===== src/rtl/tesc_pkg.sv =====
package tesc_pkg;
   localparam int          ADDR_W       = 12;
   localparam int          NUM_CH       = 4;
   // Register byte offsets
   localparam logic [11:0] OFF_IEN      = 12'h074;
   localparam logic [11:0] OFF_GEN      = 12'h078;
   localparam logic [11:0] OFF_STATUS   = 12'h07C;
   localparam logic [11:0] OFF_COUNT    = 12'h080;
   localparam logic [11:0] OFF_PRESCALE = 12'h084;
   localparam logic [11:0] OFF_RELOAD   = 12'h088;
   localparam logic [11:0] OFF_CCR0     = 12'h090;
   localparam logic [11:0] OFF_CCR3     = 12'h09C;
   localparam logic [11:0] OFF_CONFIG   = 12'h0C0;
   // Field positions
   localparam int          BIT_UPDATE   = 8;
   localparam int          BIT_TRIGGER  = 10;
   localparam int          BIT_OVR_LO   = 4;
   localparam int          CFG_INPUT_LO = 0;
   localparam int          CFG_PRE_LO   = 4;
   localparam int          CFG_ENABLE   = 8;
   localparam int          CFG_MODE_LO  = 9;
   // Writable bit masks
   localparam logic [10:0] IEN_MASK     = 11'h50F;
   localparam logic [10:0] GEN_MASK     = 11'h50F;
   localparam logic [10:0] CFG_MASK     = 11'h7FF;
   // Values after reset
   localparam logic [15:0] RST_COUNT    = 16'h0000;
   localparam logic [15:0] RST_PRESCALE = 16'h0000;
   localparam logic [15:0] RST_RELOAD   = 16'hFFFF;
   localparam logic [15:0] RST_CCR      = 16'h0000;

   typedef enum logic [1:0] {
      TESC_MODE_UP     = 2'b00,
      TESC_MODE_DOWN   = 2'b01,
      TESC_MODE_CENTER = 2'b11
   } tesc_mode_e;

   typedef enum logic {
      TESC_DIR_UP   = 1'b0,
      TESC_DIR_DOWN = 1'b1
   } tesc_dir_e;
endpackage : tesc_pkg


===== src/rtl/tesc_timer.sv =====
// Our own choice: the address-and-strobe port.
`timescale 1ns/100ps
module tesc_timer (
   // Clock and reset
   input  wire logic                        i_clk_sys,
   input  wire logic                        i_sys_rst,
   // Register port
   input  wire logic [tesc_pkg::ADDR_W-1:0] i_addr,
   input  wire logic [31:0]                 i_wdata,
   input  wire logic                        i_wr_en,
   input  wire logic                        i_rd_en,
   output      logic [31:0]                 o_rdata,
   // Timer events
   input  wire logic [tesc_pkg::NUM_CH-1:0] i_capture,
   input  wire logic                        i_restart_trig,
   input  wire logic                        i_trigger_in,
   output      logic                        o_update_event,
   output      logic                        o_trigger_event,
   output      logic [15:0]                 o_count,
   // Interrupt
   output      logic                        o_irq
);
   import tesc_pkg::*;

   typedef struct packed {
      logic [15:0]       cnt;
      logic [15:0]       psc;
      logic [15:0]       psc_act;
      logic [15:0]       psc_cnt;
      logic [15:0]       reload;
      logic [3:0][15:0]  ccr;
      logic [3:0][15:0]  ccr_act;
      logic [3:0]        ccif;
      logic [3:0]        ocf;
      logic              update_flag;
      logic              trigger_flag;
      logic [10:0]       ien;
      logic [10:0]       gen;
      logic [10:0]       cfg;
      tesc_dir_e         dir;
      logic              update_event;
      logic              trigger_event;
      logic [31:0]       rdata;
   } tesc_state_s;

   tesc_state_s s_q;
   tesc_state_s s_d;

   function automatic logic [31:0] tesc_status(input tesc_state_s s);
      tesc_status = {21'h000000, s.trigger_flag, 1'b0, s.update_flag, s.ocf, s.ccif};
   endfunction : tesc_status

   function automatic logic [31:0] tesc_read(input tesc_state_s s, input logic [11:0] a);
      logic [31:0] r;
      r = 32'h00000000;
      if (a == OFF_IEN) begin
         r = {21'h000000, s.ien};
      end else if (a == OFF_STATUS) begin
         r = tesc_status(s);
      end else if (a == OFF_COUNT) begin
         r = {16'h0000, s.cnt};
      end else if (a == OFF_PRESCALE) begin
         r = {16'h0000, s.psc};
      end else if (a == OFF_RELOAD) begin
         r = {16'h0000, s.reload};
      end else if (a >= OFF_CCR0 && a <= OFF_CCR3 && a[1:0] == 2'b00) begin
         r = {16'h0000, s.ccr[a[3:2]]};
      end else if (a == OFF_CONFIG) begin
         r = {21'h000000, s.cfg};
      end
      tesc_read = r;   // Generate register and unmapped space read zero
   endfunction : tesc_read

   logic       tick;
   logic       uev_hw;
   logic       update_event;
   logic       trigger_event;
   logic       center;
   logic [1:0] mode;
   logic [3:0] is_input;
   logic [3:0] cap;
   logic       ccr_hit;

   always_comb begin
      s_d      = s_q;
      s_d.gen  = 11'h000;
      s_d.update_event  = 1'b0;
      s_d.trigger_event  = 1'b0;
      uev_hw   = 1'b0;
      mode     = s_q.cfg[CFG_MODE_LO +: 2];
      center   = (mode == TESC_MODE_CENTER);
      is_input = s_q.cfg[CFG_INPUT_LO +: 4];
      tick     = s_q.cfg[CFG_ENABLE] && (s_q.psc_cnt == s_q.psc_act);
      ccr_hit  = (i_addr >= OFF_CCR0) && (i_addr <= OFF_CCR3) && (i_addr[1:0] == 2'b00);

      // Register reads
      if (i_rd_en) begin
         s_d.rdata = tesc_read(s_q, i_addr);
         if (ccr_hit && is_input[i_addr[3:2]]) begin
            s_d.ccif[i_addr[3:2]] = 1'b0;
         end
      end

      // Register writes; reserved bits dropped
      if (i_wr_en) begin
         if (i_addr == OFF_IEN) begin
            s_d.ien = i_wdata[10:0] & IEN_MASK;
         end else if (i_addr == OFF_GEN) begin
            s_d.gen = i_wdata[10:0] & GEN_MASK;
         end else if (i_addr == OFF_STATUS) begin
            s_d.ccif  = s_d.ccif & i_wdata[3:0];
            s_d.ocf   = s_q.ocf & i_wdata[7:4];
            s_d.update_flag = s_q.update_flag & i_wdata[BIT_UPDATE];
            s_d.trigger_flag = s_q.trigger_flag & i_wdata[BIT_TRIGGER];
         end else if (i_addr == OFF_COUNT) begin
            s_d.cnt = i_wdata[15:0];
         end else if (i_addr == OFF_PRESCALE) begin
            s_d.psc = i_wdata[15:0];
         end else if (i_addr == OFF_RELOAD) begin
            s_d.reload = i_wdata[15:0];
         end else if (ccr_hit) begin
            s_d.ccr[i_addr[3:2]] = i_wdata[15:0];
            if (!s_q.cfg[CFG_PRE_LO + i_addr[3:2]]) begin
               s_d.ccr_act[i_addr[3:2]] = i_wdata[15:0];
            end
         end else if (i_addr == OFF_CONFIG) begin
            s_d.cfg = i_wdata[10:0] & CFG_MASK;
         end
      end

      // Prescaler and counter
      if (tick) begin
         s_d.psc_cnt = 16'h0000;
         if (center) begin
            if (s_q.dir == TESC_DIR_UP) begin
               if (s_q.cnt >= s_q.reload) begin
                  s_d.dir = TESC_DIR_DOWN;
                  s_d.cnt = s_q.cnt - 16'h0001;
                  uev_hw  = 1'b1;
               end else begin
                  s_d.cnt = s_q.cnt + 16'h0001;
               end
            end else begin
               if (s_q.cnt == 16'h0000) begin
                  s_d.dir = TESC_DIR_UP;
                  s_d.cnt = 16'h0001;
                  uev_hw  = 1'b1;
               end else begin
                  s_d.cnt = s_q.cnt - 16'h0001;
               end
            end
         end else if (mode == TESC_MODE_DOWN) begin
            if (s_q.cnt == 16'h0000) begin
               s_d.cnt = s_q.reload;
               uev_hw  = 1'b1;
            end else begin
               s_d.cnt = s_q.cnt - 16'h0001;
            end
         end else begin
            if (s_q.cnt >= s_q.reload) begin
               s_d.cnt = 16'h0000;
               uev_hw  = 1'b1;
            end else begin
               s_d.cnt = s_q.cnt + 16'h0001;
            end
         end
      end else if (s_q.cfg[CFG_ENABLE]) begin
         s_d.psc_cnt = s_q.psc_cnt + 16'h0001;
      end

      // Output compare match, suppressed in center mode
      for (int i = 0; i < NUM_CH; i++) begin
         if (tick && !center && !is_input[i] && s_q.cnt == s_q.ccr_act[i]) begin
            s_d.ccif[i] = 1'b1;
         end
      end

      // Update event
      update_event = uev_hw || s_q.gen[BIT_UPDATE] || i_restart_trig;
      if (s_q.gen[BIT_UPDATE] || i_restart_trig) begin
         s_d.cnt     = (mode == TESC_MODE_DOWN) ? s_q.reload : 16'h0000;
         s_d.psc_cnt = 16'h0000;
         s_d.dir     = TESC_DIR_UP;
      end
      if (update_event) begin
         s_d.psc_act = s_d.psc;
         for (int i = 0; i < NUM_CH; i++) begin
            if (s_q.cfg[CFG_PRE_LO + i] && !is_input[i]) begin
               s_d.ccr_act[i] = s_d.ccr[i];
            end
         end
         s_d.update_flag = 1'b1;
         s_d.update_event   = 1'b1;
      end

      // Trigger event
      trigger_event = s_q.gen[BIT_TRIGGER] || i_trigger_in;
      if (trigger_event) begin
         s_d.trigger_flag = 1'b1;
         s_d.trigger_event   = 1'b1;
      end

      // Captures and software channel events
      for (int i = 0; i < NUM_CH; i++) begin
         cap[i] = is_input[i] && (i_capture[i] || s_q.gen[i]);
         if (cap[i]) begin
            s_d.ccr[i]     = s_q.cnt;
            s_d.ccr_act[i] = s_q.cnt;
            if (s_q.ccif[i]) begin
               s_d.ocf[i] = 1'b1;
            end
            s_d.ccif[i] = 1'b1;
         end else if (!is_input[i] && s_q.gen[i]) begin
            s_d.ccif[i] = 1'b1;
         end
      end
   end

   always_ff @(posedge i_clk_sys) begin
      if (i_sys_rst) begin
         s_q         <= '0;
         s_q.cnt     <= RST_COUNT;
         s_q.psc     <= RST_PRESCALE;
         s_q.psc_act <= RST_PRESCALE;
         s_q.reload  <= RST_RELOAD;
         s_q.ccr     <= {NUM_CH{RST_CCR}};
         s_q.ccr_act <= {NUM_CH{RST_CCR}};
         s_q.dir     <= TESC_DIR_UP;
      end else begin
         s_q <= s_d;
      end
   end

   assign o_rdata         = s_q.rdata;
   assign o_update_event  = s_q.update_event;
   assign o_trigger_event = s_q.trigger_event;
   assign o_count         = s_q.cnt;
   assign o_irq           = |({s_q.trigger_flag, 1'b0, s_q.update_flag, 4'h0, s_q.ccif} & s_q.ien);

   a_trig_gen_flag: assert property (@(posedge i_clk_sys) disable iff (i_sys_rst)
      i_wr_en && i_addr == OFF_GEN && i_wdata[BIT_TRIGGER] |-> ##2 (o_trigger_event && s_q.trigger_flag))
      else $error("trigger generate did not raise trigger event");

   a_gen_self_clear: assert property (@(posedge i_clk_sys) disable iff (i_sys_rst)
      i_wr_en && i_addr == OFF_GEN ##1 !(i_wr_en && i_addr == OFF_GEN) |=> s_q.gen == 11'h000)
      else $error("generate bits did not self clear");

   a_upd_reinit: assert property (@(posedge i_clk_sys) disable iff (i_sys_rst)
      (i_wr_en && i_addr == OFF_GEN && i_wdata[BIT_UPDATE] && s_q.cfg[CFG_MODE_LO +: 2] == TESC_MODE_UP)
      ##1 !i_wr_en |=> (o_count == 16'h0000 && o_update_event && s_q.update_flag))
      else $error("update generate did not reinitialise counter");

   a_capture_copy: assert property (@(posedge i_clk_sys) disable iff (i_sys_rst)
      s_q.cfg[CFG_INPUT_LO] && i_capture[0] && !i_wr_en |=> (s_q.ccr[0] == $past(s_q.cnt) && s_q.ccif[0]))
      else $error("capture did not copy counter");

   a_overrun_set: assert property (@(posedge i_clk_sys) disable iff (i_sys_rst)
      s_q.cfg[CFG_INPUT_LO] && i_capture[0] && s_q.ccif[0] |=> s_q.ocf[0])
      else $error("overrun flag missed");

   a_update_sticky: assert property (@(posedge i_clk_sys) disable iff (i_sys_rst)
      s_q.update_flag && !(i_wr_en && i_addr == OFF_STATUS && !i_wdata[BIT_UPDATE]) |=> s_q.update_flag)
      else $error("update flag lost without clear");

   a_set_wins: assert property (@(posedge i_clk_sys) disable iff (i_sys_rst)
      i_restart_trig && i_wr_en && i_addr == OFF_STATUS |=> s_q.update_flag)
      else $error("flag clear beat hardware set");

   a_gen_reads_zero: assert property (@(posedge i_clk_sys) disable iff (i_sys_rst)
      i_rd_en && i_addr == OFF_GEN |=> o_rdata == 32'h00000000)
      else $error("generate register read non zero");

   a_irq_gate: assert property (@(posedge i_clk_sys) disable iff (i_sys_rst)
      $rose(s_q.update_flag) && s_q.ien[BIT_UPDATE] |-> o_irq ##0 (s_q.ien != 11'h000))
      else $error("enabled flag gave no interrupt");

   a_reset_vals: assert property (@(posedge i_clk_sys)
      i_sys_rst |=> (s_q.reload == RST_RELOAD && s_q.psc == RST_PRESCALE && o_count == RST_COUNT))
      else $error("wrong values after reset");

   a_trig_ext_flag: assert property (@(posedge i_clk_sys) disable iff (i_sys_rst)
      i_trigger_in |=> (o_trigger_event && s_q.trigger_flag))
      else $error("external trigger did not set trigger flag");

   a_trig_sticky: assert property (@(posedge i_clk_sys) disable iff (i_sys_rst)
      s_q.trigger_flag && !(i_wr_en && i_addr == OFF_STATUS && !i_wdata[BIT_TRIGGER]) |=> s_q.trigger_flag)
      else $error("trigger flag lost without clear");

   a_restart_update: assert property (@(posedge i_clk_sys) disable iff (i_sys_rst)
      i_restart_trig |=> (o_update_event && s_q.update_flag))
      else $error("restart trigger gave no update event");

   a_restart_reinit: assert property (@(posedge i_clk_sys) disable iff (i_sys_rst)
      i_restart_trig && s_q.cfg[CFG_MODE_LO +: 2] == TESC_MODE_UP |=> o_count == 16'h0000)
      else $error("restart did not reinitialise counter");

   a_out_gen_flag: assert property (@(posedge i_clk_sys) disable iff (i_sys_rst)
      i_wr_en && i_addr == OFF_GEN && i_wdata[3] && !is_input[3] ##1 !i_wr_en
      |=> (s_q.ccif[3] && $stable(s_q.ccr[3])))
      else $error("output channel generate misbehaved");

   a_capture_copy1: assert property (@(posedge i_clk_sys) disable iff (i_sys_rst)
      s_q.cfg[CFG_INPUT_LO + 1] && i_capture[1] |=> (s_q.ccr[1] == $past(s_q.cnt) && s_q.ccif[1]))
      else $error("capture on channel one did not copy counter");

   a_overrun_set1: assert property (@(posedge i_clk_sys) disable iff (i_sys_rst)
      s_q.cfg[CFG_INPUT_LO + 1] && i_capture[1] && s_q.ccif[1] |=> s_q.ocf[1])
      else $error("overrun flag missed on channel one");

   a_overrun_sticky: assert property (@(posedge i_clk_sys) disable iff (i_sys_rst)
      s_q.ocf[1] && !(i_wr_en && i_addr == OFF_STATUS && !i_wdata[BIT_OVR_LO + 1]) |=> s_q.ocf[1])
      else $error("overrun flag lost without clear");

   a_center_no_match: assert property (@(posedge i_clk_sys) disable iff (i_sys_rst)
      s_q.cfg[CFG_MODE_LO +: 2] == TESC_MODE_CENTER && !is_input[0] && !s_q.ccif[0] && !i_wr_en
      && !s_q.gen[0] |=> !s_q.ccif[0])
      else $error("match flag set in center mode");

   a_match_set: assert property (@(posedge i_clk_sys) disable iff (i_sys_rst)
      tick && !center && !is_input[0] && s_q.cnt == s_q.ccr_act[0] |=> s_q.ccif[0])
      else $error("compare match did not set flag");

   a_read_clear: assert property (@(posedge i_clk_sys) disable iff (i_sys_rst)
      i_rd_en && i_addr == OFF_CCR0 + 12'h004 && s_q.cfg[CFG_INPUT_LO + 1] && !i_capture[1]
      && !s_q.gen[1] |=> !s_q.ccif[1])
      else $error("compare read did not clear input flag");

   a_count_hold: assert property (@(posedge i_clk_sys) disable iff (i_sys_rst)
      s_q.cfg[CFG_ENABLE] && !tick && !i_wr_en && s_q.gen == 11'h000 && !i_restart_trig
      |=> $stable(o_count))
      else $error("counter moved between prescaler ticks");

   a_reload_down: assert property (@(posedge i_clk_sys) disable iff (i_sys_rst)
      tick && mode == TESC_MODE_DOWN && s_q.cnt == 16'h0000 && !s_q.gen[BIT_UPDATE] && !i_restart_trig
      |=> o_count == $past(s_q.reload))
      else $error("down counter did not reload");

   a_irq_quiet: assert property (@(posedge i_clk_sys) disable iff (i_sys_rst)
      s_q.ien == 11'h000 |-> !o_irq)
      else $error("interrupt raised with all enables off");

   a_preload_hold: assert property (@(posedge i_clk_sys) disable iff (i_sys_rst)
      s_q.cfg[CFG_PRE_LO] && !is_input[0] && i_wr_en && i_addr == OFF_CCR0 && !update_event
      |=> s_q.ccr_act[0] == $past(s_q.ccr_act[0]))
      else $error("preloaded compare took effect early");

   a_preload_move: assert property (@(posedge i_clk_sys) disable iff (i_sys_rst)
      update_event && s_q.cfg[CFG_PRE_LO] && !is_input[0] && !(i_wr_en && i_addr == OFF_CCR0)
      |=> s_q.ccr_act[0] == s_q.ccr[0])
      else $error("preloaded compare not moved on update");

   a_status_layout: assert property (@(posedge i_clk_sys) disable iff (i_sys_rst)
      i_rd_en && i_addr == OFF_STATUS |=> o_rdata[7:0] == {$past(s_q.ocf), $past(s_q.ccif)})
      else $error("status flags read in wrong positions");

   a_reserved_zero: assert property (@(posedge i_clk_sys) disable iff (i_sys_rst)
      i_rd_en |=> o_rdata[31:16] == 16'h0000)
      else $error("reserved read bits not zero");

   a_trig_clear: assert property (@(posedge i_clk_sys) disable iff (i_sys_rst)
      i_wr_en && i_addr == OFF_STATUS && !i_wdata[BIT_TRIGGER] && !trigger_event |=> !s_q.trigger_flag)
      else $error("written zero did not clear trigger flag");
endmodule : tesc_timer


===== config.mk =====
export PLATFORM = sky130hd
export DESIGN_NAME = tesc_timer
export DESIGN_NICKNAME = d
export VERILOG_FILES = /design/src/rtl/tesc_pkg.sv /design/src/rtl/tesc_timer.sv
export SDC_FILE = /design/constraint.sdc
export NUM_CORES = 1
export LEC_CHECK = 0
export ABC_CLOCK_PERIOD_IN_PS = 3400
export BUFFER_PORTS_ARGS = -buffer_cell sky130_fd_sc_hd__buf_2
export CAP_MARGIN = 0
export CORE_MARGIN = 1.5
export CORE_UTILIZATION = 56
export DETAILED_ROUTE_END_ITERATION = 16
export PLACE_DENSITY = 0.83
export SLEW_MARGIN = 20
export SYNTH_ARGS = -nofsm -noshare
export SYNTH_HDL_FRONTEND = slang
export SYNTH_SLANG_ARGS = --single-unit

===== constraint.sdc =====
create_clock -name i_clk_sys -period 3.4 [get_ports i_clk_sys]
set_input_delay 0.34 -clock i_clk_sys [delete_from_list [all_inputs] [get_ports i_clk_sys]]
set_output_delay 0.34 -clock i_clk_sys [all_outputs]
set_load 0.02 [all_outputs]

Word-level counts from Yosys, hierarchy flattened
Cells that the tools add are included.
{ "totals": {"regBits": 276, "inputBits": 54, "out_inout_bits": 51, "wordCells": 231} }
{ "classes": {"addsub": 4, "order_cmp": 6, "eq_ne": 21, "mux": 103, "n_bitwise": 15, "reduce_logical": 58} }
{ "ops": {"columns": ["cell", "n"], "rows": [
  ["$mux W128", 5],
  ["$mux W16", 33],
  ["$mux W138", 2],
  ["$mux W171", 1],
  ["$bwmux W64", 2],
  ["$mux W32", 4],
  ["$mux W64", 2],
  ["$mux W11", 10],
  ["$eq A16 B16 Y1", 5],
  ["$eq A12 B8 Y1 const B", 4],
  ["$eq A12 B7 Y1 const B", 3],
  ["$mux W1", 35],
  ["$add A16 B1 Y16 const B", 2],
  ["$bmux W16 S2", 1],
  ["$demux W16 S2", 1],
  ["$logic_and A1 B1 Y1", 26],
  ["$mux W22", 1],
  ["$ge A16 B16 Y1", 1],
  ["$logic_not A16 Y1", 1],
  ["$sub A16 B1 Y16 const B", 1],
  ["$and A4 B4 Y4", 3],
  ["$ge A12 B8 Y1 const B", 1],
  ["$le A12 B8 Y1 const B", 1],
  ["$and A11 B11 Y11", 1],
  ["30 further kinds", 61]
]} }

Depth between registers and ports, before layout
Gate-level depths: netlist of run 1.
{ "depth": {"ltp_word": 17, "mapped_depth": 13, "depth_no_buf": 10} }

Least setup slack after synthesis of run 1
OpenSTA, ideal clock, no wires.
{ "synth_timing": {"path_kind": "flip-flop to flip-flop", "start": "register s_q (netlist bit o_count[0])", "end": "register s_q[82] (netlist bit)", "setup_time_ns": 0.069, "t_arrival_ns": 3.117, "required_ns": 3.331, "setup_slack_ns": 0.214, "path_stages_with_launch": 14, "path_buffers": 3, "period_less_slack_ns": 3.186, "cell_sequence": "dfxtp_1 -> clkbuf_1 -> inv_1 -> ha_1 -> nand2b_1 -> a2111oi_0 -> or4_1 -> and3_1 -> clkbuf_1 -> a211oi_4 -> o21ai_2 -> buf_2 -> mux2_1 -> o21ai_1"} }
{ "synth_via": {"elab_chain_len": 9, "word_cells_on_any_way": 12, "cone_classes": "order compare (1); mux (8); reduce/logical (3)"} }
{ "synth_lines": {"columns": ["element", "line_no", "source"], "rows": [
  ["from (decl)", "tesc_timer.sv:46", "tesc_state_s s_q;"],
  ["$ge A16 B16 Y1 / $logic_not A16 Y1 (equally long branches)", null, null],
  ["$mux W1 (on tied branches)", null, null],
  ["$mux W1 (on tied branches)", "tesc_timer.sv:152, tesc_timer.sv:135", null],
  ["$mux W1 (*)", "tesc_timer.sv:134", "if (center) begin"],
  ["$mux W1 (*)", "tesc_timer.sv:132", "if (tick) begin"],
  ["$logic_or A1 B1 Y1 (*) (2 in a row)", "tesc_timer.sv:179", "update_event = uev_hw || s_q.gen[BIT_UPDATE] || i_restart_trig;"],
  ["$mux W64 (*)", "tesc_timer.sv:185", "if (update_event) begin"],
  ["$mux W16 (*)", "tesc_timer.sv:206", "if (cap[i]) begin"]
]} }
Mark *: on every way between the ends. The rest lies on a longest branch, timed or not.
A chain may end at the register's enable or synchronous reset.

Worst setup path after layout of run 1
{ "layout_timing": {"start": "register s_q[221] (netlist bit)", "end": "register s_q[141] (netlist bit)"} }
{ "layout_via": {"elab_chain_len": 9, "word_cells_on_any_way": 10, "cone_classes": "order compare (1); mux (7); reduce/logical (2)"} }
{ "layout_lines": {"columns": ["element", "line_no"], "rows": [
  ["$ge A16 B16 Y1 (*)", "tesc_timer.sv:136, tesc_timer.sv:160"],
  ["$mux W1 (*)", "tesc_timer.sv:136, tesc_timer.sv:160"],
  ["$mux W1 (on tied branches)", "tesc_timer.sv:152, tesc_timer.sv:135"],
  ["$mux W1 (*)", "tesc_timer.sv:134"],
  ["$mux W1 (*)", "tesc_timer.sv:132"],
  ["$logic_or A1 B1 Y1 (*) (2 in a row)", "tesc_timer.sv:179"],
  ["$mux W64 (*)", "tesc_timer.sv:185"],
  ["$mux W16 (*)", "tesc_timer.sv:206"]
]} }
Marked as above.

==> impl_results.rst, run 1 <==
.. list-table::
   :header-rows: 1

   * - Metric
     - Value
   * - Share of the yosys chip area belonging to registers
     - 0.335
   * - Worst endpoint data arrival time
     - 3.74 ns
   * - Count of cell types in the netlist
     - 76
   * - Minimum clock period
     - 3.28 ns
   * - Wire length of the first global-routing pass
     - 81.8 mm
   * - Class of the most critical hold timing path
     - input pin to register
   * - Iteration-0 DRC Markers
     - 1885
   * - Synthesized netlist cell count
     - 1896
   * - Startpoint kind of the worst setup timing path
     - register
   * - Synth top area cells
     - dfxtp_1 33%, nor2_1 6.7%, mux2i_1 6.6%
   * - Syn. warnings
     - 0
   * - # fillers
     - 2253
   * - Most instantiated library cell after synthesis
     - nor2_1
   * - Final period utilization
     - 0.966
   * - Largest area contributor in the synthesized netlist
     - dfxtp_1
   * - Pint
     - 4.95 mW
   * - Number of failing hold endpoints at the final stage
     - 0
   * - Tightest hold margin
     - 0.0171 ns
   * - Setup repair after global routing missed its margin
     - yes
   * - Overall die area
     - 28800 sq um
   * - Core Footprint
     - 27100 sq um
   * - Sequential group share of total power
     - 0.455
   * - Switching power share of the total
     - 0.269
   * - Power density over the cells
     - 393 nW/um^2
   * - Placement Rows
     - 60
   * - Inserted Clock Buffers
     - 28
   * - Antenna cells
     - 0
   * - Kind of critical path
     - register to register
   * - Total clock sinks
     - 260
   * - Deepest clock path buffer count
     - 3
   * - Count of pins on the block boundary
     - 105
   * - Most used DFF post-synth
     - dfxtp_1
   * - Post-DP Area
     - 16200 sq um
   * - Most frequent cell on the critical path
     - and3_1
   * - Total wirelength of the detailed-routed design
     - 54.1 mm
   * - Max Transition Viols Final
     - 0
   * - Number of port buffers
     - 72
   * - Detailed-router iteration count before antenna repair
     - 7
   * - Share of Yosys cell area claimed by the top area cell type
     - 0.335
   * - Wire length per cell
     - 23.7 um
   * - Routed via count
     - 15000
   * - Peak supply drop
     - 0.000473 V
   * - Part of the power in combinational logic
     - 0.097
   * - Antenna-violating nets left
     - 0
   * - Clock-pin transition on the worst setup and hold timing paths
     - 0.07 ns
   * - Maximum number of pins on one net before global-route repair
     - 104
   * - Post-synth EDFFs
     - 0
   * - Count of state elements after synthesis
     - 260
   * - Height of the die
     - 170 um
   * - Remaining Overflow, GRT
     - 0
   * - Max cap viols
     - 0
   * - Status
     - complete, no violations
   * - Ratio of routed vias to standard cells
     - 6.59
   * - Worst skew pair latency
     - 0.56 ns
   * - Slowest CP cell
     - or4_1
   * - P_sw
     - 1.82 mW
   * - Overall power
     - 6.76 mW
   * - Max Fclk
     - 0.304 GHz
   * - Most numerous cell types in the synthesized netlist
     - 279 x nor2_1, 260 x dfxtp_1, 139 x clkbuf_1, 133 x nand2_1, 103 x mux2i_1
   * - Total routing resource utilization after global routing
     - 0.368
   * - Per-instance average area after synthesis
     - 8.20 sq um
   * - Proportion of power drawn by the clock network
     - 0.448
   * - Crit end category
     - register
   * - Cell area after layout
     - 17200 sq um
   * - Required time of the critical path
     - 3.85 ns
   * - Share of final-layout standard cells stronger than drive strength 1
     - 0.170
   * - PnR worst setup slack
     - 0.116 ns
   * - Instance count after placement with tap cells included
     - 2231
   * - Final weighted congestion in routability-driven placement
     - 0.996
   * - Master cell of the clock root buffer
     - clkbuf_16
   * - Starting Density
     - 0.574
   * - Share of flip-flops with an asynchronous set or reset after synthesis
     - 0
   * - Via count of the first global-routing pass
     - 14300
   * - Number of setup violations in the final report
     - 0
   * - Synthesized cell area
     - 15500 sq um
   * - Relative slew slack
     - 0.239
   * - Longest individual stage delay on the worst path
     - 0.59 ns
   * - Tightest Pin Transition
     - 1.14 ns
   * - H-tree levels
     - 1
   * - Leakage power of the design
     - 7.18 nW
   * - Share of the core filled with cells
     - 0.635
   * - Pre-CTS setup slack
     - -0.0501 ns
   * - Die extent in x
     - 170 um
   * - TNS Setup
     - 0 ns
   * - Drc violations
     - 0
   * - Number of nets in the layout
     - 1963
   * - Cell chain of the critical path
     - inv_1, ha_1, and4_1, nand4_1, or4_1, and3_1, a211oi_4, buf_6, o21ai_4, and3_1, nor4_1
   * - Area delta synth->final
     - 10.6%
   * - Dpl hpwl
     - 36.0 mm
   * - Final standard cell count with taps included and fillers excluded
     - 2280
   * - Crit-path max FO
     - 32
   * - Initial antenna violation count
     - 1
   * - Clock tree from TritonCTS
     - built
   * - Clock tree skew after final layout
     - 0.0225 ns
==> sequential cells by signal, indices dropped and copies added (netlist names) <==
signal and flops:
s_q 220, o_count 16, o_rdata 16, is_input 4
mode 2, o_trigger_event 1, o_update_event 1
==> placed cells by master (no fill, tap or decap), types with 7 or more instances in the layout <==
| cell | Yosys | final |
|---|---|---|
| nor2_1 | 279 | 276 |
| xor2_1 | 94 | 94 |
| nand2_1 | 133 | 133 |
| a21oi_1 | 85 | 85 |
| nand3_1 | 38 | 38 |
| o22ai_1 | 11 | 11 |
| ha_1 | 20 | 20 |
| mux4_2 | 17 | 17 |
| or2_0 | 12 | 12 |
| nor4_2 | 1 | 11 |
| a221oi_1 | 15 | 15 |
| nand3b_1 | 16 | 16 |
| nor2b_1 | 9 | 8 |
| a211oi_1 | 29 | 29 |
| xnor2_1 | 26 | 26 |
| a22oi_1 | 14 | 14 |
| nand2b_1 | 10 | 10 |
| o21a_1 | 7 | 7 |
| a31oi_1 | 7 | 7 |
| clkbuf_16 | 0 | 28 |
| or2_2 | 9 | 9 |
| or4_1 | 8 | 7 |
| a211o_1 | 18 | 18 |
| dfxtp_1 | 260 | 260 |
| and3_1 | 58 | 57 |
| conb_1 | 1 | 16 |
| nor3_1 | 80 | 80 |
| mux2i_1 | 103 | 103 |
| buf_2 | 13 | 71 |
| o221ai_1 | 19 | 19 |
| buf_4 | 48 | 86 |
| and2_1 | 11 | 11 |
| mux2_2 | 57 | 57 |
| inv_1 | 22 | 22 |
| o21ai_1 | 18 | 15 |
| or3_1 | 9 | 9 |
| o21ai_0 | 31 | 28 |
| mux2_1 | 10 | 10 |
| nand4_1 | 13 | 13 |
| nor4_1 | 69 | 59 |
==> final cells by class <==
class | count | area (sq um) | share of cell area
Clock inverter | 12 | 124 | 0.00720
Timing Repair Buffer | 162 | 1080 | 0.0630
Inverter | 22 | 82.6 | 0.00480
Multi-Input combinational cell | 1415 | 9470 | 0.550
Clock buffer | 37 | 774 | 0.0450
Tap cell | 372 | 465 | 0.0271
Sequential cell | 260 | 5200 | 0.303
==> metal layers <==
| metal | up-vias | routed length [um] | track usage |
|---|---|---|---|
| met5 | - | 0 | 0 |
| met4 | 0 | 3820 | 0.218 |
| met3 | 246 | 5900 | 0.0695 |
| met2 | 1001 | 23900 | 0.581 |
| met1 | 7096 | 20500 | 0.468 |
| li1 | 6687 | - | - |
==> worst paths after layout <==
kind                           startpoint                          to  slack [ns]  cells after the start
setup / recovery    s_q[221]$_SDFFE_PP1P_         s_q[141]$_SDFF_PP0_        0.12                     11
hold / removal               i_trigger_in  o_trigger_event$_SDFF_PP0_        0.02                      3
setup reg to reg    s_q[221]$_SDFFE_PP1P_         s_q[141]$_SDFF_PP0_        0.12                     11
hold reg to reg   o_rdata[5]$_SDFFE_PP0P_     o_rdata[5]$_SDFFE_PP0P_        0.44                      2
==> critical path, delay by kind of cell, from the launching register on <==
kind	cells	cell delay (ns)
AO/OA/AOI/OAI	2	0.52
buffers and inverters	2	0.28
adder cells (fa/ha/maj)	1	0.31
AND/OR/NAND/NOR	6	1.66
flip-flops	1	0.40
==> power groups by stage <==
stage / Sequential [mW] / Clock [mW] / Combinational (mW)
2_1_floorplan: 3.14 / 0 / 0.424
3_3_place_gp: 3.14 / 0 / 0.618
3_5_place_dp: 3.14 / 0 / 0.620
4_1_cts: 3.08 / 3.03 / 0.625
5_1_grt: 3.08 / 3.14 / 0.680
6_report: 3.08 / 3.03 / 0.654
==> kinds of logic after synthesis <==
kind of cell / share of synthesized area
buffers and inverters: 0.0696
flip-flops: 0.335
XOR/XNOR: 0.0676
adder cells (fa/ha/maj): 0.0161
AO/OA/AOI/OAI: 0.131
AND/OR/NAND/NOR: 0.241
other: 0.000241
multiplexers: 0.139
==> what timing repair did <==
| item | CTS | global route |
|---|---|---|
| setup endpoints to repair | 16 | 50 |
| buffers inserted | 0 | 0 |
| hold buffers | 0 | 0 |
| gates cloned | 0 | 0 |
| pin swaps | 0 | 1 |
| resized for setup | 2 | 15 |
No activity file was read; power rests on OpenSTA's default activity.
==> run 2: changes to the inputs <==
--- a/config.mk
+++ b/config.mk
@@ -5,7 +5,7 @@
 export SDC_FILE = /design/constraint.sdc
 export NUM_CORES = 1
 export LEC_CHECK = 0
-export ABC_CLOCK_PERIOD_IN_PS = 3400
+export ABC_CLOCK_PERIOD_IN_PS = 3000
 export BUFFER_PORTS_ARGS = -buffer_cell sky130_fd_sc_hd__buf_2
 export CAP_MARGIN = 0
 export CORE_MARGIN = 1.5
==> constraint.sdc (replaced) <==
create_clock -name i_clk_sys -period 3 [get_ports i_clk_sys]
set_input_delay 0.3 -clock i_clk_sys [delete_from_list [all_inputs] [get_ports i_clk_sys]]
set_output_delay 0.3 -clock i_clk_sys [all_outputs]
set_load 0.02 [all_outputs]
==> run 2 against run 1 <==
Against the previous run:
- final cell count is 2.3% higher
- non-clock buffer count is 53 higher
- largest cell class unchanged
- the run now ends with negative setup slack left
- utilization is 3.0 points higher
- critical endpoint is now s_q[95]$_SDFF_PP0_
- global-route usage is 0.44 points higher
- register-to-register slack worse by 0.12 ns
- critical path depth is 2 higher
- count of clock-buffer cells in the layout is 2 higher
==> impl_results.rst, run 2 (same netlist as run 1, synthesis figures left out) <==
.. list-table::
   :header-rows: 1

   * - Metric
     - Value
   * - Status
     - finished, violations left
   * - Violations in the final reports
     - negative setup slack
   * - Post-DP Area
     - 16600 sq um (+2.4%)
   * - Placement Rows
     - 60 (unchanged)
   * - Number of failing hold endpoints at the final stage
     - 0 (unchanged)
   * - Drc violations
     - 0 (unchanged)
   * - Max cap viols
     - 0 (unchanged)
   * - Antenna-violating nets left
     - 0 (unchanged)
   * - Instance count after placement with tap cells included
     - 2267 (+1.6%)
   * - Relative slew slack
     - 0.364 (+0.125)
   * - Number of nets in the layout
     - 2015 (+2.6%)
   * - Wire length of the first global-routing pass
     - 82.2 mm (+0.51%)
   * - Share of final-layout standard cells stronger than drive strength 1
     - 0.218 (+0.0479)
   * - Startpoint kind of the worst setup timing path
     - register
   * - Most flops, register
     - s_q
   * - Kind of critical path
     - register to register
   * - Initial antenna violation count
     - 0 (-1)
   * - Number of setup violations in the final report
     - 1 (+1)
   * - Maximum number of pins on one net before global-route repair
     - 92 (-12%)
   * - Detailed-router iteration count before antenna repair
     - 6 (-1)
   * - Core Footprint
     - 27100 sq um (unchanged)
   * - Starting Density
     - 0.574 (unchanged)
   * - Power density over the cells
     - 425 nW/um^2 (+8.1%)
   * - Die extent in x
     - 170 um (unchanged)
   * - Remaining Overflow, GRT
     - 0 (unchanged)
   * - Total routing resource utilization after global routing
     - 0.372 (+0.00435)
   * - Antenna cells
     - 0 (unchanged)
   * - Setup repair after global routing missed its margin
     - yes
   * - Worst endpoint data arrival time
     - 3.47 ns (-0.27 ns)
   * - Crit end category
     - register
   * - Minimum clock period
     - 3.00 ns (-0.284 ns)
   * - Total wirelength of the detailed-routed design
     - 55.7 mm (+2.9%)
   * - Cell area after layout
     - 18000 sq um (+4.7%)
   * - Ratio of routed vias to standard cells
     - 6.60 (+0.13%)
   * - Overall die area
     - 28800 sq um (unchanged)
   * - Number of port buffers
     - 72 (unchanged)
   * - Deepest clock path buffer count
     - 3 (unchanged)
   * - Routed via count
     - 15400 (+2.5%)
   * - Class of the most critical hold timing path
     - input pin to register
   * - Peak supply drop
     - 0.000486 V (+2.8%)
   * - PnR worst setup slack
     - -0.00000666 ns (-0.116 ns)
   * - Commonest non-fill, non-tap cell in the layout
     - nor2_1
   * - H-tree levels
     - 1 (unchanged)
   * - Max Transition Viols Final
     - 0 (unchanged)
   * - Leakage power of the design
     - 7.60 nW (+5.8%)
   * - Via count of the first global-routing pass
     - 14400 (+1.1%)
   * - Final period utilization
     - 1.00 (+0.0340)
   * - Final standard cell count with taps included and fillers excluded
     - 2333 (+2.3%)
   * - Height of the die
     - 170 um (unchanged)
   * - Crit-path max FO
     - 8 (-75%)
   * - Share of the core filled with cells
     - 0.665 (+0.0299)
   * - # fillers
     - 2117 (-6.0%)
   * - Total clock sinks
     - 260 (unchanged)
   * - Inserted Clock Buffers
     - 27 (-3.6%)
   * - Iteration-0 DRC Markers
     - 2130 (+13%)
   * - Clock-pin transition on the worst setup and hold timing paths
     - 0.06 ns (about the same)
   * - Max Fclk
     - 0.333 GHz (+9.5%)
   * - Master cell of the clock root buffer
     - clkbuf_16
   * - Required time of the critical path
     - 3.47 ns (-0.38 ns)
   * - Clock tree skew after final layout
     - 0.0146 ns (-0.00784 ns)
   * - Number of flip-flops in the largest register
     - 220 (unchanged)
   * - Dpl hpwl
     - 36.8 mm (+2.3%)
   * - Pre-CTS setup slack
     - -0.0878 ns (-0.0377 ns)
   * - Highest-count cells in the layout ignoring fill and taps
     - 273 x nor2_1, 253 x dfxtp_1, 132 x nand2_1
   * - Overall power
     - 7.66 mW (+13%)
   * - Worst skew pair latency
     - 0.55 ns (about the same)
   * - Tightest Pin Transition
     - 0.951 ns (-0.186 ns)
   * - Clock tree from TritonCTS
     - built
   * - Wire length per cell
     - 23.9 um (+0.59%)
   * - Final weighted congestion in routability-driven placement
     - 1.01 (+1.6%)
   * - Area delta synth->final
     - 15.8%
   * - Count of pins on the block boundary
     - 105 (unchanged)
==> run 2: through the flow <==
| stage | hold WS [ns] | setup TNS [ns] |
|---|---|---|
| finish | 0.232 | -0.00000666 |
| global route | 0.209 | -0.787 |
| CTS | 0.189 | -0.00113 |
| detailed placement | 0.435 | -0.878 |
| global placement | 0.428 | -0.0569 |
| floorplan | 0.417 | 0 |
==> run 2: path summary, 6_finish.rpt <==
check,start,depth (start not counted),to,slack [ns]
hold / removal,i_wdata[5],3,s_q[40]$_SDFFE_PP0P_,0.23
setup / recovery,s_q[218]$_SDFFE_PP1P_,13,s_q[95]$_SDFF_PP0_,-0.000007
hold reg to reg,o_rdata[6]$_SDFFE_PP0P_,2,o_rdata[6]$_SDFFE_PP0P_,0.44
setup reg to reg,s_q[218]$_SDFFE_PP1P_,13,s_q[95]$_SDFF_PP0_,-0.000007
==> run 2: worst max-delay path, cell delays in order (launching register included) <==
cell and delay [ns]:
dfxtp_2 0.32, inv_1 0.06, ha_1 0.27, and4_4 0.22, nand4_1 0.15, or4_4 0.52, and3_4 0.20, a211oi_4 0.20
buf_12 0.16, o211ai_1 0.13, buf_4 0.17, clkbuf_16 0.15, and3_4 0.17, nor4_4 0.19
==> run 2: cell type report <==
class	instances	area, sq um	area share
clock inverter	10	83.8	0.00465
timing repair buffer	215	1680	0.0932
multi-input combinational	1415	9680	0.538
tap	372	465	0.0258
sequential	260	5220	0.290
inverter	22	82.6	0.00458
clock buffer	39	801	0.0445
==> run 2: report_power, final <==
part	switching, mW	total [mW]	internal, mW
Clock	1.47	3.40	1.93
Combinational	0.532	0.770	0.237
Sequential	0.0178	3.49	3.47
==> run 2: metal layers <==
metal  part of all wire  GRT usage  vias to the layer above
met5                  0          0                        -
met1               0.38      0.467                     7298
met3               0.10     0.0669                      270
li1                   -          -                     6781
met4              0.075      0.235                        0
met2               0.45      0.591                     1050
==> run 2: what timing repair did <==
item	4_1_cts	5_1_grt
pin swaps	8	13
resized for setup	12	67
setup endpoints to repair	38	87
endpoints found under the hold margin	1	0
hold buffers	1	0
buffers inserted	5	8
cloned	2	1
